File: config.mk
export PLATFORM = sky130hd
export DESIGN_NAME = rod_decode
export DESIGN_NICKNAME = d
export VERILOG_FILES = /design/src/core/rod_pkg.sv /design/src/core/rod_size_conv.sv /design/src/core/rod_decode.sv
export SDC_FILE = /design/constraint.sdc
export NUM_CORES = 1
export LEC_CHECK = 0
export BUFFER_PORTS_ARGS = -buffer_cell sky130_fd_sc_hd__buf_4
export CAP_MARGIN = 25
export CORE_MARGIN = 8
export CORE_UTILIZATION = 34
export DETAILED_ROUTE_END_ITERATION = 16
export SETUP_SLACK_MARGIN = 0.4
export SKIP_LAST_GASP = 1
export SLEW_MARGIN = 20
export SYNTH_ARGS = -nofsm -noshare
export SYNTH_HDL_FRONTEND = slang
export SYNTH_HIERARCHICAL = 1
export SYNTH_SLANG_ARGS = --single-unit
File: constraint.sdc
create_clock -name ref_clk -period 3.7 [get_ports ref_clk]
set_clock_uncertainty 0.2 [all_clocks]
set_input_delay 0.74 -clock ref_clk [delete_from_list [all_inputs] [get_ports ref_clk]]
set_output_delay 0.74 -clock ref_clk [all_outputs]
set_load 0.02 [all_outputs]
File: src/core/rod_pkg.sv
package rod_pkg;

	// ****************************************
	// Widths and field positions
	// ****************************************
	localparam int BYTE_W   = 8;
	localparam int WORD_W   = 16;
	localparam int LONG_W   = 32;
	localparam int FLD_W    = 5;
	localparam int MODE_BIT = 15;
	localparam int OPC_HI   = 14;
	localparam int OPC_LO   = 10;
	localparam int DST_HI   = 9;
	localparam int DST_LO   = 5;
	localparam int SRC_HI   = 4;
	localparam int SRC_LO   = 0;

	// ****************************************
	// Operation codes
	// ****************************************
	localparam logic [4:0] OPC_COPY    = 5'h00;
	localparam logic [4:0] OPC_LOAD    = 5'h01;
	localparam logic [4:0] OPC_STORE   = 5'h02;
	localparam logic [4:0] OPC_CALL    = 5'h03;
	localparam logic [4:0] OPC_CFLAGS  = 5'h04;
	localparam logic [4:0] OPC_INREG   = 5'h05;
	localparam logic [4:0] OPC_OUTREG  = 5'h06;
	localparam logic [4:0] OPC_SPARE_A = 5'h07;
	localparam logic [4:0] OPC_ADD     = 5'h08;
	localparam logic [4:0] OPC_ADD_WITH_CARRY    = 5'h09;
	localparam logic [4:0] OPC_ADDBYTE = 5'h0a;
	localparam logic [4:0] OPC_ADDUNS  = 5'h0b;
	localparam logic [4:0] OPC_SUB     = 5'h0c;
	localparam logic [4:0] OPC_SUBBOR  = 5'h0d;
	localparam logic [4:0] OPC_SUBBYTE = 5'h0e;
	localparam logic [4:0] OPC_COMP    = 5'h0f;
	localparam logic [4:0] OPC_AND     = 5'h10;
	localparam logic [4:0] OPC_OR      = 5'h11;
	localparam logic [4:0] OPC_XOR     = 5'h12;
	localparam logic [4:0] OPC_NOT     = 5'h13;
	localparam logic [4:0] OPC_BITRST  = 5'h14;
	localparam logic [4:0] OPC_BITSET  = 5'h15;
	localparam logic [4:0] OPC_BITTST  = 5'h16;
	localparam logic [4:0] OPC_SPARE_B = 5'h17;
	localparam logic [4:0] OPC_LSH     = 5'h18;
	localparam logic [4:0] OPC_ASH     = 5'h19;
	localparam logic [4:0] OPC_CSH     = 5'h1a;
	localparam logic [4:0] OPC_SMUL    = 5'h1b;
	localparam logic [4:0] OPC_BCOPY   = 5'h1c;
	localparam logic [4:0] OPC_BSWAP   = 5'h1d;
	localparam logic [4:0] OPC_SDIV    = 5'h1e;
	localparam logic [4:0] OPC_COND    = 5'h1f;

	// ****************************************
	// Source register codes and write masks
	// ****************************************
	localparam logic [4:0] SRC_RSV_A    = 5'h17;
	localparam logic [4:0] SRC_RSV_B    = 5'h1f;
	localparam logic [4:0] SRC_LONG_LIT = 5'h1f;
	localparam logic [4:0] SRC_PAIR_A   = 5'h15;
	localparam logic [4:0] SRC_PAIR_B   = 5'h1d;
	localparam logic [3:0] MASK_NONE    = 4'h0;
	localparam logic [3:0] MASK_BYTE    = 4'h1;
	localparam logic [3:0] MASK_WORD    = 4'h3;
	localparam logic [3:0] MASK_LONG    = 4'hf;

	// ****************************************
	// Types
	// ****************************************
	typedef enum logic [1:0] {AM_DIRECT, AM_REG_IND, AM_STACK_IND, AM_ABSOLUTE} rod_amode_t;
	typedef enum logic [1:0] {SZ_BYTE, SZ_WORD, SZ_LONG, SZ_LIT} rod_size_t;
	typedef enum logic {ST_IDLE, ST_EXT} rod_state_t;
	typedef enum logic [5:0] {
		OP_PLAIN_COPY, OP_LOAD_DATA, OP_LOAD_PROG, OP_POP, OP_WRITE_DATA,
		OP_WRITE_PROG, OP_PUSH, OP_CALL, OP_COPY_FLAGS, OP_INPUT_REG,
		OP_OUTPUT_REG, OP_ADD, OP_ADD_CARRY, OP_ADD_BYTE, OP_ADD_UNS, OP_SUB,
		OP_SUB_BORROW, OP_SUB_BYTE, OP_COMPARE, OP_AND, OP_OR, OP_XOR, OP_NOT,
		OP_BIT_RESET, OP_BIT_SET, OP_BIT_TEST, OP_LSHIFT, OP_ASHIFT, OP_CSHIFT,
		OP_SMUL, OP_BYTE_COPY, OP_BYTE_SWAP, OP_SDIV, OP_JUMP, OP_GOTO,
		OP_ILLEGAL
	} rod_op_t;

endpackage : rod_pkg

File: src/core/rod_size_conv.sv
`timescale 1ns/1ps
module rod_size_conv (
	input  wire logic [31:0]     srcData,
	input  rod_pkg::rod_size_t   srcSize,
	input  wire logic            dstLong,
	input  wire logic            byteOp,
	output logic [31:0]          result,
	output logic [3:0]           wrMask
);

	// ****************************************
	// Source widening and narrowing
	// ****************************************
	logic [31:0] litExt;
	logic [31:0] wordExt;

	assign litExt  = {{(rod_pkg::LONG_W-rod_pkg::FLD_W){srcData[rod_pkg::FLD_W-1]}},
		srcData[rod_pkg::FLD_W-1:0]};
	assign wordExt = {{(rod_pkg::LONG_W-rod_pkg::WORD_W){srcData[rod_pkg::WORD_W-1]}},
		srcData[rod_pkg::WORD_W-1:0]};

	always_comb begin
		result = '0;
		wrMask = rod_pkg::MASK_NONE;
		if (byteOp) begin
			result[rod_pkg::BYTE_W-1:0] = srcData[rod_pkg::BYTE_W-1:0];
			wrMask = rod_pkg::MASK_BYTE;
		end else if (!dstLong) begin
			wrMask = rod_pkg::MASK_WORD;
			case (srcSize)
				rod_pkg::SZ_LIT: result[rod_pkg::WORD_W-1:0] = litExt[rod_pkg::WORD_W-1:0];
				rod_pkg::SZ_LONG: result[rod_pkg::WORD_W-1:0] = srcData[rod_pkg::WORD_W-1:0];
				default: result[rod_pkg::WORD_W-1:0] = srcData[rod_pkg::WORD_W-1:0];
			endcase
		end else begin
			wrMask = rod_pkg::MASK_LONG;
			case (srcSize)
				rod_pkg::SZ_LIT: result = litExt;
				rod_pkg::SZ_LONG: result = srcData;
				default: result = wordExt;
			endcase
		end
	end

endmodule : rod_size_conv

File: src/core/rod_decode.sv
// What this block does
// - Mode bit one makes the source field a literal, zero a register selector.
// - Register-indirect source comes from memory addressed by the named register.
// - Source codes 0-15 are single registers; others extras or pairs; two reserved.
// - Register-indirect allowed only on data load, data store and input register.
// - Stack-indirect addresses memory by stack pointer; pop and push only.
// - Absolute takes address from second word; load, store, input, output only.
// - Source and destination sizes may differ; the block converts.
// - Word destination writes 16 bits; literal sign-extended, word passed.
// - Word destination from long source keeps only low 16 bits.
// - Long destination writes 32 bits; literal and word sign-extended.
// - Long destination from long source writes the value unchanged.
// - Byte instructions store only eight bits into any destination.
// - Operation comes from instruction bits 14 down to 10.
// - Code 00001 is data load, program load or pop, by mode.
// - Code 00010 is data store, program store or push, by mode.
// - Codes 00000 to 00110 are copy, call, flag copy, input, output.
// - Codes 01000 to 01111 are the add, subtract and compare group.
// - Codes 10000 to 10110 are logic and bit operations.
// - Codes 11000 to 11110 are shifts, multiply, byte ops, divide.
// - Code 11111 is jump with register source, branch with literal.
// - Codes 00111 and 10111 are spare and decode as illegal.
`timescale 1ns/1ps
module rod_decode (
	input  wire logic               ref_clk,
	input  wire logic               arst_n,
	input  wire logic               instrValid,
	input  wire logic [15:0]        instrWord,
	input  rod_pkg::rod_amode_t     instrMode,
	output logic                    instrReady,
	output logic                    decValid_q,
	output rod_pkg::rod_op_t        opKind_q,
	output logic                    illegal_q,
	output logic                    srcLit_q,
	output logic [4:0]              srcReg_q,
	output logic                    srcPair_q,
	output logic [4:0]              dstReg_q,
	output rod_pkg::rod_amode_t     amode_q,
	output logic                    memSrc_q,
	output logic [31:0]             litValue_q,
	output logic [15:0]             extWord_q,
	input  wire logic               mvValid,
	input  wire logic [31:0]        mvData,
	input  rod_pkg::rod_size_t      mvSrcSize,
	input  wire logic               mvDstLong,
	input  wire logic               mvByte,
	output logic                    mvDone_q,
	output logic [31:0]             mvResult_q,
	output logic [3:0]              mvMask_q
);

	// ****************************************
	// Reset release
	// ****************************************
	logic rstMeta_q;
	logic rstSync_q;

	always_ff @(posedge ref_clk or negedge arst_n) begin
		if (!arst_n) begin
			rstMeta_q <= 1'b0;
			rstSync_q <= 1'b0;
		end else begin
			rstMeta_q <= 1'b1;
			rstSync_q <= rstMeta_q;
		end
	end

	assign instrReady = rstSync_q;

	// ****************************************
	// Operation decode
	// ****************************************
	function automatic rod_pkg::rod_op_t opFromCode(
		input logic [4:0]          opc,
		input logic                lit,
		input rod_pkg::rod_amode_t md
	);
		rod_pkg::rod_op_t op;
		op = rod_pkg::OP_ILLEGAL;
		case (opc)
			rod_pkg::OPC_COPY:    op = rod_pkg::OP_PLAIN_COPY;
			rod_pkg::OPC_LOAD: begin
				if (md == rod_pkg::AM_STACK_IND)
					op = rod_pkg::OP_POP;
				else if (md == rod_pkg::AM_DIRECT && lit)
					op = rod_pkg::OP_LOAD_PROG;
				else if (md != rod_pkg::AM_DIRECT)
					op = rod_pkg::OP_LOAD_DATA;
			end
			rod_pkg::OPC_STORE: begin
				if (md == rod_pkg::AM_STACK_IND)
					op = rod_pkg::OP_PUSH;
				else if (md == rod_pkg::AM_DIRECT && lit)
					op = rod_pkg::OP_WRITE_PROG;
				else if (md != rod_pkg::AM_DIRECT)
					op = rod_pkg::OP_WRITE_DATA;
			end
			rod_pkg::OPC_CALL:    op = rod_pkg::OP_CALL;
			rod_pkg::OPC_CFLAGS:  op = rod_pkg::OP_COPY_FLAGS;
			rod_pkg::OPC_INREG:   op = rod_pkg::OP_INPUT_REG;
			rod_pkg::OPC_OUTREG:  op = rod_pkg::OP_OUTPUT_REG;
			rod_pkg::OPC_ADD:     op = rod_pkg::OP_ADD;
			rod_pkg::OPC_ADD_WITH_CARRY:    op = rod_pkg::OP_ADD_CARRY;
			rod_pkg::OPC_ADDBYTE: op = rod_pkg::OP_ADD_BYTE;
			rod_pkg::OPC_ADDUNS:  op = rod_pkg::OP_ADD_UNS;
			rod_pkg::OPC_SUB:     op = rod_pkg::OP_SUB;
			rod_pkg::OPC_SUBBOR:  op = rod_pkg::OP_SUB_BORROW;
			rod_pkg::OPC_SUBBYTE: op = rod_pkg::OP_SUB_BYTE;
			rod_pkg::OPC_COMP:    op = rod_pkg::OP_COMPARE;
			rod_pkg::OPC_AND:     op = rod_pkg::OP_AND;
			rod_pkg::OPC_OR:      op = rod_pkg::OP_OR;
			rod_pkg::OPC_XOR:     op = rod_pkg::OP_XOR;
			rod_pkg::OPC_NOT:     op = rod_pkg::OP_NOT;
			rod_pkg::OPC_BITRST:  op = rod_pkg::OP_BIT_RESET;
			rod_pkg::OPC_BITSET:  op = rod_pkg::OP_BIT_SET;
			rod_pkg::OPC_BITTST:  op = rod_pkg::OP_BIT_TEST;
			rod_pkg::OPC_LSH:     op = rod_pkg::OP_LSHIFT;
			rod_pkg::OPC_ASH:     op = rod_pkg::OP_ASHIFT;
			rod_pkg::OPC_CSH:     op = rod_pkg::OP_CSHIFT;
			rod_pkg::OPC_SMUL:    op = rod_pkg::OP_SMUL;
			rod_pkg::OPC_BCOPY:   op = rod_pkg::OP_BYTE_COPY;
			rod_pkg::OPC_BSWAP:   op = rod_pkg::OP_BYTE_SWAP;
			rod_pkg::OPC_SDIV:    op = rod_pkg::OP_SDIV;
			rod_pkg::OPC_COND:    op = lit ? rod_pkg::OP_GOTO : rod_pkg::OP_JUMP;
			default:              op = rod_pkg::OP_ILLEGAL;
		endcase
		return op;
	endfunction : opFromCode

	// Mode legality per operation
	function automatic logic modeOk(
		input rod_pkg::rod_op_t    op,
		input logic                lit,
		input logic [4:0]          src,
		input rod_pkg::rod_amode_t md
	);
		logic ok;
		ok = 1'b1;
		case (md)
			rod_pkg::AM_REG_IND:
				ok = !lit && src != rod_pkg::SRC_RSV_A && src != rod_pkg::SRC_RSV_B
					&& (op == rod_pkg::OP_LOAD_DATA || op == rod_pkg::OP_WRITE_DATA
					|| op == rod_pkg::OP_INPUT_REG);
			rod_pkg::AM_STACK_IND:
				ok = !lit && (op == rod_pkg::OP_POP || op == rod_pkg::OP_PUSH);
			rod_pkg::AM_ABSOLUTE:
				ok = !lit && (op == rod_pkg::OP_LOAD_DATA || op == rod_pkg::OP_WRITE_DATA
					|| op == rod_pkg::OP_INPUT_REG || op == rod_pkg::OP_OUTPUT_REG);
			default:
				ok = lit || src != rod_pkg::SRC_RSV_A;
		endcase
		return ok && op != rod_pkg::OP_ILLEGAL;
	endfunction : modeOk

	// ****************************************
	// Instruction word sequencing
	// ****************************************
	rod_pkg::rod_state_t  state_q, state_d;
	logic [15:0]          held_q, held_d;
	rod_pkg::rod_amode_t  heldMode_q, heldMode_d;
	logic [15:0]          decWord;
	rod_pkg::rod_amode_t  decMode;
	logic [4:0]           decOpc;
	logic [4:0]           decSrc;
	logic                 decLit;
	logic                 needExt;
	logic                 issue;
	rod_pkg::rod_op_t     decOp;
	logic                 decOk;

	assign decWord = (state_q == rod_pkg::ST_EXT) ? held_q : instrWord;
	assign decMode = (state_q == rod_pkg::ST_EXT) ? heldMode_q : instrMode;
	assign decOpc  = decWord[rod_pkg::OPC_HI:rod_pkg::OPC_LO];
	assign decSrc  = decWord[rod_pkg::SRC_HI:rod_pkg::SRC_LO];
	assign decLit  = decWord[rod_pkg::MODE_BIT];
	assign needExt = (instrMode == rod_pkg::AM_ABSOLUTE)
		|| (instrMode == rod_pkg::AM_DIRECT && !instrWord[rod_pkg::MODE_BIT]
		&& instrWord[rod_pkg::SRC_HI:rod_pkg::SRC_LO] == rod_pkg::SRC_LONG_LIT);
	assign issue   = instrValid && instrReady
		&& (state_q == rod_pkg::ST_EXT || !needExt);
	assign decOp   = opFromCode(decOpc, decLit, decMode);
	assign decOk   = modeOk(decOp, decLit, decSrc, decMode);

	always_comb begin
		state_d    = state_q;
		held_d     = held_q;
		heldMode_d = heldMode_q;
		case (state_q)
			rod_pkg::ST_IDLE: begin
				if (instrValid && instrReady && needExt) begin
					state_d    = rod_pkg::ST_EXT;
					held_d     = instrWord;
					heldMode_d = instrMode;
				end
			end
			rod_pkg::ST_EXT: begin
				if (instrValid)
					state_d = rod_pkg::ST_IDLE;
			end
			default: state_d = rod_pkg::ST_IDLE;
		endcase
	end

	always_ff @(posedge ref_clk or negedge rstSync_q) begin
		if (!rstSync_q) begin
			state_q    <= rod_pkg::ST_IDLE;
			held_q     <= '0;
			heldMode_q <= rod_pkg::AM_DIRECT;
		end else begin
			state_q    <= state_d;
			held_q     <= held_d;
			heldMode_q <= heldMode_d;
		end
	end

	// ****************************************
	// Decoded outputs
	// ****************************************
	logic                decValid_d;
	rod_pkg::rod_op_t    opKind_d;
	logic                illegal_d;
	logic                srcLit_d;
	logic [4:0]          srcReg_d;
	logic                srcPair_d;
	logic [4:0]          dstReg_d;
	rod_pkg::rod_amode_t amode_d;
	logic                memSrc_d;
	logic [31:0]         litValue_d;
	logic [15:0]         extWord_d;

	always_comb begin
		decValid_d = issue;
		opKind_d   = opKind_q;
		illegal_d  = illegal_q;
		srcLit_d   = srcLit_q;
		srcReg_d   = srcReg_q;
		srcPair_d  = srcPair_q;
		dstReg_d   = dstReg_q;
		amode_d    = amode_q;
		memSrc_d   = memSrc_q;
		litValue_d = litValue_q;
		extWord_d  = extWord_q;
		if (issue) begin
			opKind_d   = decOk ? decOp : rod_pkg::OP_ILLEGAL;
			illegal_d  = !decOk;
			srcLit_d   = decLit;
			srcReg_d   = decLit ? '0 : decSrc;
			srcPair_d  = !decLit && decSrc[rod_pkg::FLD_W-1]
				&& (!decSrc[0] || decSrc == rod_pkg::SRC_PAIR_A
				|| decSrc == rod_pkg::SRC_PAIR_B);
			dstReg_d   = decWord[rod_pkg::DST_HI:rod_pkg::DST_LO];
			amode_d    = decMode;
			memSrc_d   = decOk && decMode != rod_pkg::AM_DIRECT;
			litValue_d = decLit ? {{(rod_pkg::LONG_W-rod_pkg::FLD_W){decSrc[rod_pkg::FLD_W-1]}},
				decSrc} : '0;
			extWord_d  = (state_q == rod_pkg::ST_EXT) ? instrWord : '0;
		end
	end

	always_ff @(posedge ref_clk or negedge rstSync_q) begin
		if (!rstSync_q) begin
			decValid_q <= 1'b0;
			opKind_q   <= rod_pkg::OP_ILLEGAL;
			illegal_q  <= 1'b0;
			srcLit_q   <= 1'b0;
			srcReg_q   <= '0;
			srcPair_q  <= 1'b0;
			dstReg_q   <= '0;
			amode_q    <= rod_pkg::AM_DIRECT;
			memSrc_q   <= 1'b0;
			litValue_q <= '0;
			extWord_q  <= '0;
		end else begin
			decValid_q <= decValid_d;
			opKind_q   <= opKind_d;
			illegal_q  <= illegal_d;
			srcLit_q   <= srcLit_d;
			srcReg_q   <= srcReg_d;
			srcPair_q  <= srcPair_d;
			dstReg_q   <= dstReg_d;
			amode_q    <= amode_d;
			memSrc_q   <= memSrc_d;
			litValue_q <= litValue_d;
			extWord_q  <= extWord_d;
		end
	end

	// ****************************************
	// Data movement size conversion
	// ****************************************
	logic [31:0] convResult;
	logic [3:0]  convMask;
	logic        mvDone_d;
	logic [31:0] mvResult_d;
	logic [3:0]  mvMask_d;

	rod_size_conv rod_size_conv_i (
		.srcData (mvData),
		.srcSize (mvSrcSize),
		.dstLong (mvDstLong),
		.byteOp  (mvByte),
		.result  (convResult),
		.wrMask  (convMask)
	);

	always_comb begin
		mvDone_d   = mvValid;
		mvResult_d = mvValid ? convResult : mvResult_q;
		mvMask_d   = mvValid ? convMask : mvMask_q;
	end

	always_ff @(posedge ref_clk or negedge rstSync_q) begin
		if (!rstSync_q) begin
			mvDone_q   <= 1'b0;
			mvResult_q <= '0;
			mvMask_q   <= rod_pkg::MASK_NONE;
		end else begin
			mvDone_q   <= mvDone_d;
			mvResult_q <= mvResult_d;
			mvMask_q   <= mvMask_d;
		end
	end
endmodule : rod_decode

==> qor.txt <==
dpl ws: 0.305 ns
Primary FF master, synth: dfrtp_1
Setup TNS: 0 ns
top cell type by total area after synthesis: dfrtp_1
DRC violations left: 0
Syn Area/Cell: 10.7 µm²
commonest non-fill, non-tap cell in the layout: buf_4
Tot GR Track Use: 0.150
CTS Sinks: 102
Critical Path Fanout Max: 13
share of the yosys chip area belonging to registers: 0.458
CTS tree: built
GPL Wtd Cong: 0.851
synth top area cells: dfrtp_1 (44%), mux2_2 (13%), buf_4 (4.6%)
power consumption: 3.28 mW
number of placed instances with taps included: 851
HP Class: reg2async
design area: 7170 µm²
DIE HEIGHT: 144 µm
fin cells: 874
clk root buf: clkbuf_16
layout cells sized above 1: 0.468
CTS Buf Count: 9
htree depth: 3
Remaining Overflow, GRT: 0
DIE WIDTH: 144 µm
Hold Fails Final Rpt: 0
RSZ-0062 raised after global routing: false
Leak: 3.21 nW
Synth warnings: 6
DR vias/cell: 5.07
async set-or-reset flop fraction in the synthesized netlist: 1.00
synth unique cells: 65
synthesized instance count: 523
clock slew at reported path FFs: 0.07 ns
Core Rows: 47
Tmin final: 3.18 ns
clk_lat worst skew: 0.34 ns
Post-DRT Antenna Nets: 0
max_slew headroom: 0.341
Fmax: 314 MHz
Pwr Density: 457 nW/µm²
antenna violations before repair: 0
Routed WL: 16100 µm
pin count of the biggest net entering global routing: 79
crit end category: flop
worst vdd ir: 0.217 mV
DRT Pass-1 Iters: 5
Setup WS post-layout: 0.517 ns
WP data required: 3.73 ns
DP Wirelength: 11600 µm
most frequent cells in the layout: buf_4 (183), dfrtp_1 (97), mux2_2 (63)
routed len/inst: 18.4 µm
Synth-to-Final Area Change: 28.3%
Net Count, Synth: 581
count of max-cap constraint violations: 0
first-pass GRT wire length: 24600 µm
share of the synthesized area in the top cell type: 0.443
CP arrival: 3.22 ns
Worst Tran Pin Value: 0.987 ns
initial core utilization: 0.342
number of global-route vias before repair: 4586
Die ar.: 20800 µm²
status: completed
routed vias: 4432
core area: 16300 µm²
CP Launch Type: flop
Final nets: 708
PortBufs: 166
DR iter-0 viols: 227
#FFs+latches synth: 102
Tcrit/Tclk final: 0.860
I/O Pins: 167
FILL cells: 1603
diode count: 0
Finish-stage setup viols: 0
Area after DPL: 6760 µm²
Max Slew Vio Count: 0
number of synthesized flops with an enable pin: 0
synthesized area: 5590 µm²
clock buffer depth: 2
Crit Path Class: reg2reg
state kept, by name (all words and copies together), names as in the netlist:
register and cells:
amode_q 2, decValid_q 1, dstReg_q 5, extWord_q 16, heldMode_q 2, held_q 16, illegal_q 1, instrReady 1
litValue_q 5, memSrc_q 1, mvDone_q 1, mvMask_q 4, mvResult_q 32, opKind_q 6, rstMeta_q 1, srcLit_q 1
srcPair_q 1, srcReg_q 5, state_q 1
metrics by stage:
stage / hold WS (ns) / utilization
2_1_floorplan: 0.131 / -
4_1_cts: 0.0751 / 0.432
5_1_grt: 0.0937 / 0.439
6_report: 0.0565 / 0.439
3_3_place_gp: 0.0527 / 0.413
3_5_place_dp: 0.0633 / 0.413
kinds of logic (layout without fill, tap and decap cells):
| kind of cell | after synthesis | count (layout) | synth area share |
|---|---|---|---|
| AND/OR/NAND/NOR | 153 | 153 | 0.159 |
| buffers and inverters | 77 | 208 | 0.0853 |
| flip-flops | 102 | 102 | 0.458 |
| XOR/XNOR | 2 | 2 | 0.00314 |
| multiplexers | 82 | 82 | 0.166 |
| AO/OA/AOI/OAI | 105 | 105 | 0.128 |
| other | 2 | 2 | 0.00134 |
cell usage after synthesis (all sizes together), types with 3 or more instances:
cell and count:
mux2 64, nor4 18, buf 51, a211oi 3, nand4 5, inv 6, nand3 7, nor3b 19
o31ai 13, o21ai 32, clkbuf 20, a221oi 3, dfstp 3, nor3 7, dfrtp 99, o211ai 6
a21oi 19, a21bo 8, nand2 60, or3 4, nand2b 4, nor2 17, mux2i 18, nand3b 3
a22o 3
final timing paths:
| check | startpoint | endpoint | slack (ns) | cells past startpoint |
|---|---|---|---|---|
| worst max-delay path | state_q | opKind_q[3] | 0.52 | 11 |
| worst min-delay path | instrReady | held_q[2] | 0.06 | 0 |
| worst max register to register | state_q | opKind_q[3] | 0.52 | 11 |
| worst min register to register | instrReady | held_q[2] | 0.06 | 0 |
| max in group asynchronous | instrReady | opKind_q[2] | 2.22 | 1 |
| min in group ref_clk | rstMeta_q | instrReady | 0.15 | 0 |
power breakdown:
| part | switching [mW] | internal, mW | leakage [nW] |
|---|---|---|---|
| clock | 0.431 | 0.514 | 0.142 |
| combinational | 0.523 | 0.426 | 1.78 |
| sequential | 0.119 | 1.27 | 1.30 |
layout make-up:
type                            count  area, µm²  area share
Multi-Input combinational cell    344       2590       0.362
Sequential cell                   102       2560       0.358
Timing Repair Buffer              187       1420       0.198
Tap cell                          220        275      0.0384
Clock buffer                       12        267      0.0372
Clock inverter                      3       25.0     0.00349
Inverter                            6       22.5     0.00314
critical path, stage by stage, from the launching register on:
cell	delay, ns
dfrtp_4	0.53
buf_4	0.17
mux2i_1	0.14
buf_4	0.22
o21ai_1	0.12
and2_1	0.19
or3_1	0.43
and3_1	0.20
a221oi_2	0.40
nor4b_4	0.09
buf_4	0.18
a22o_1	0.19
layer usage:
metal,GRT usage,part of all wire
met5,0,0
met3,0.0429,0.076
met2,0.257,0.48
met4,0.0498,0.022
met1,0.178,0.42
repair_timing:
action	4_1_cts	5_1_grt
pin swaps	0	3
endpoints found under the setup margin	7	7
hold buffers	1	0
setup buffers	0	7
endpoints found under the hold margin	2	0
gates resized for setup	1	9
(Power assumes the default switching activity.)
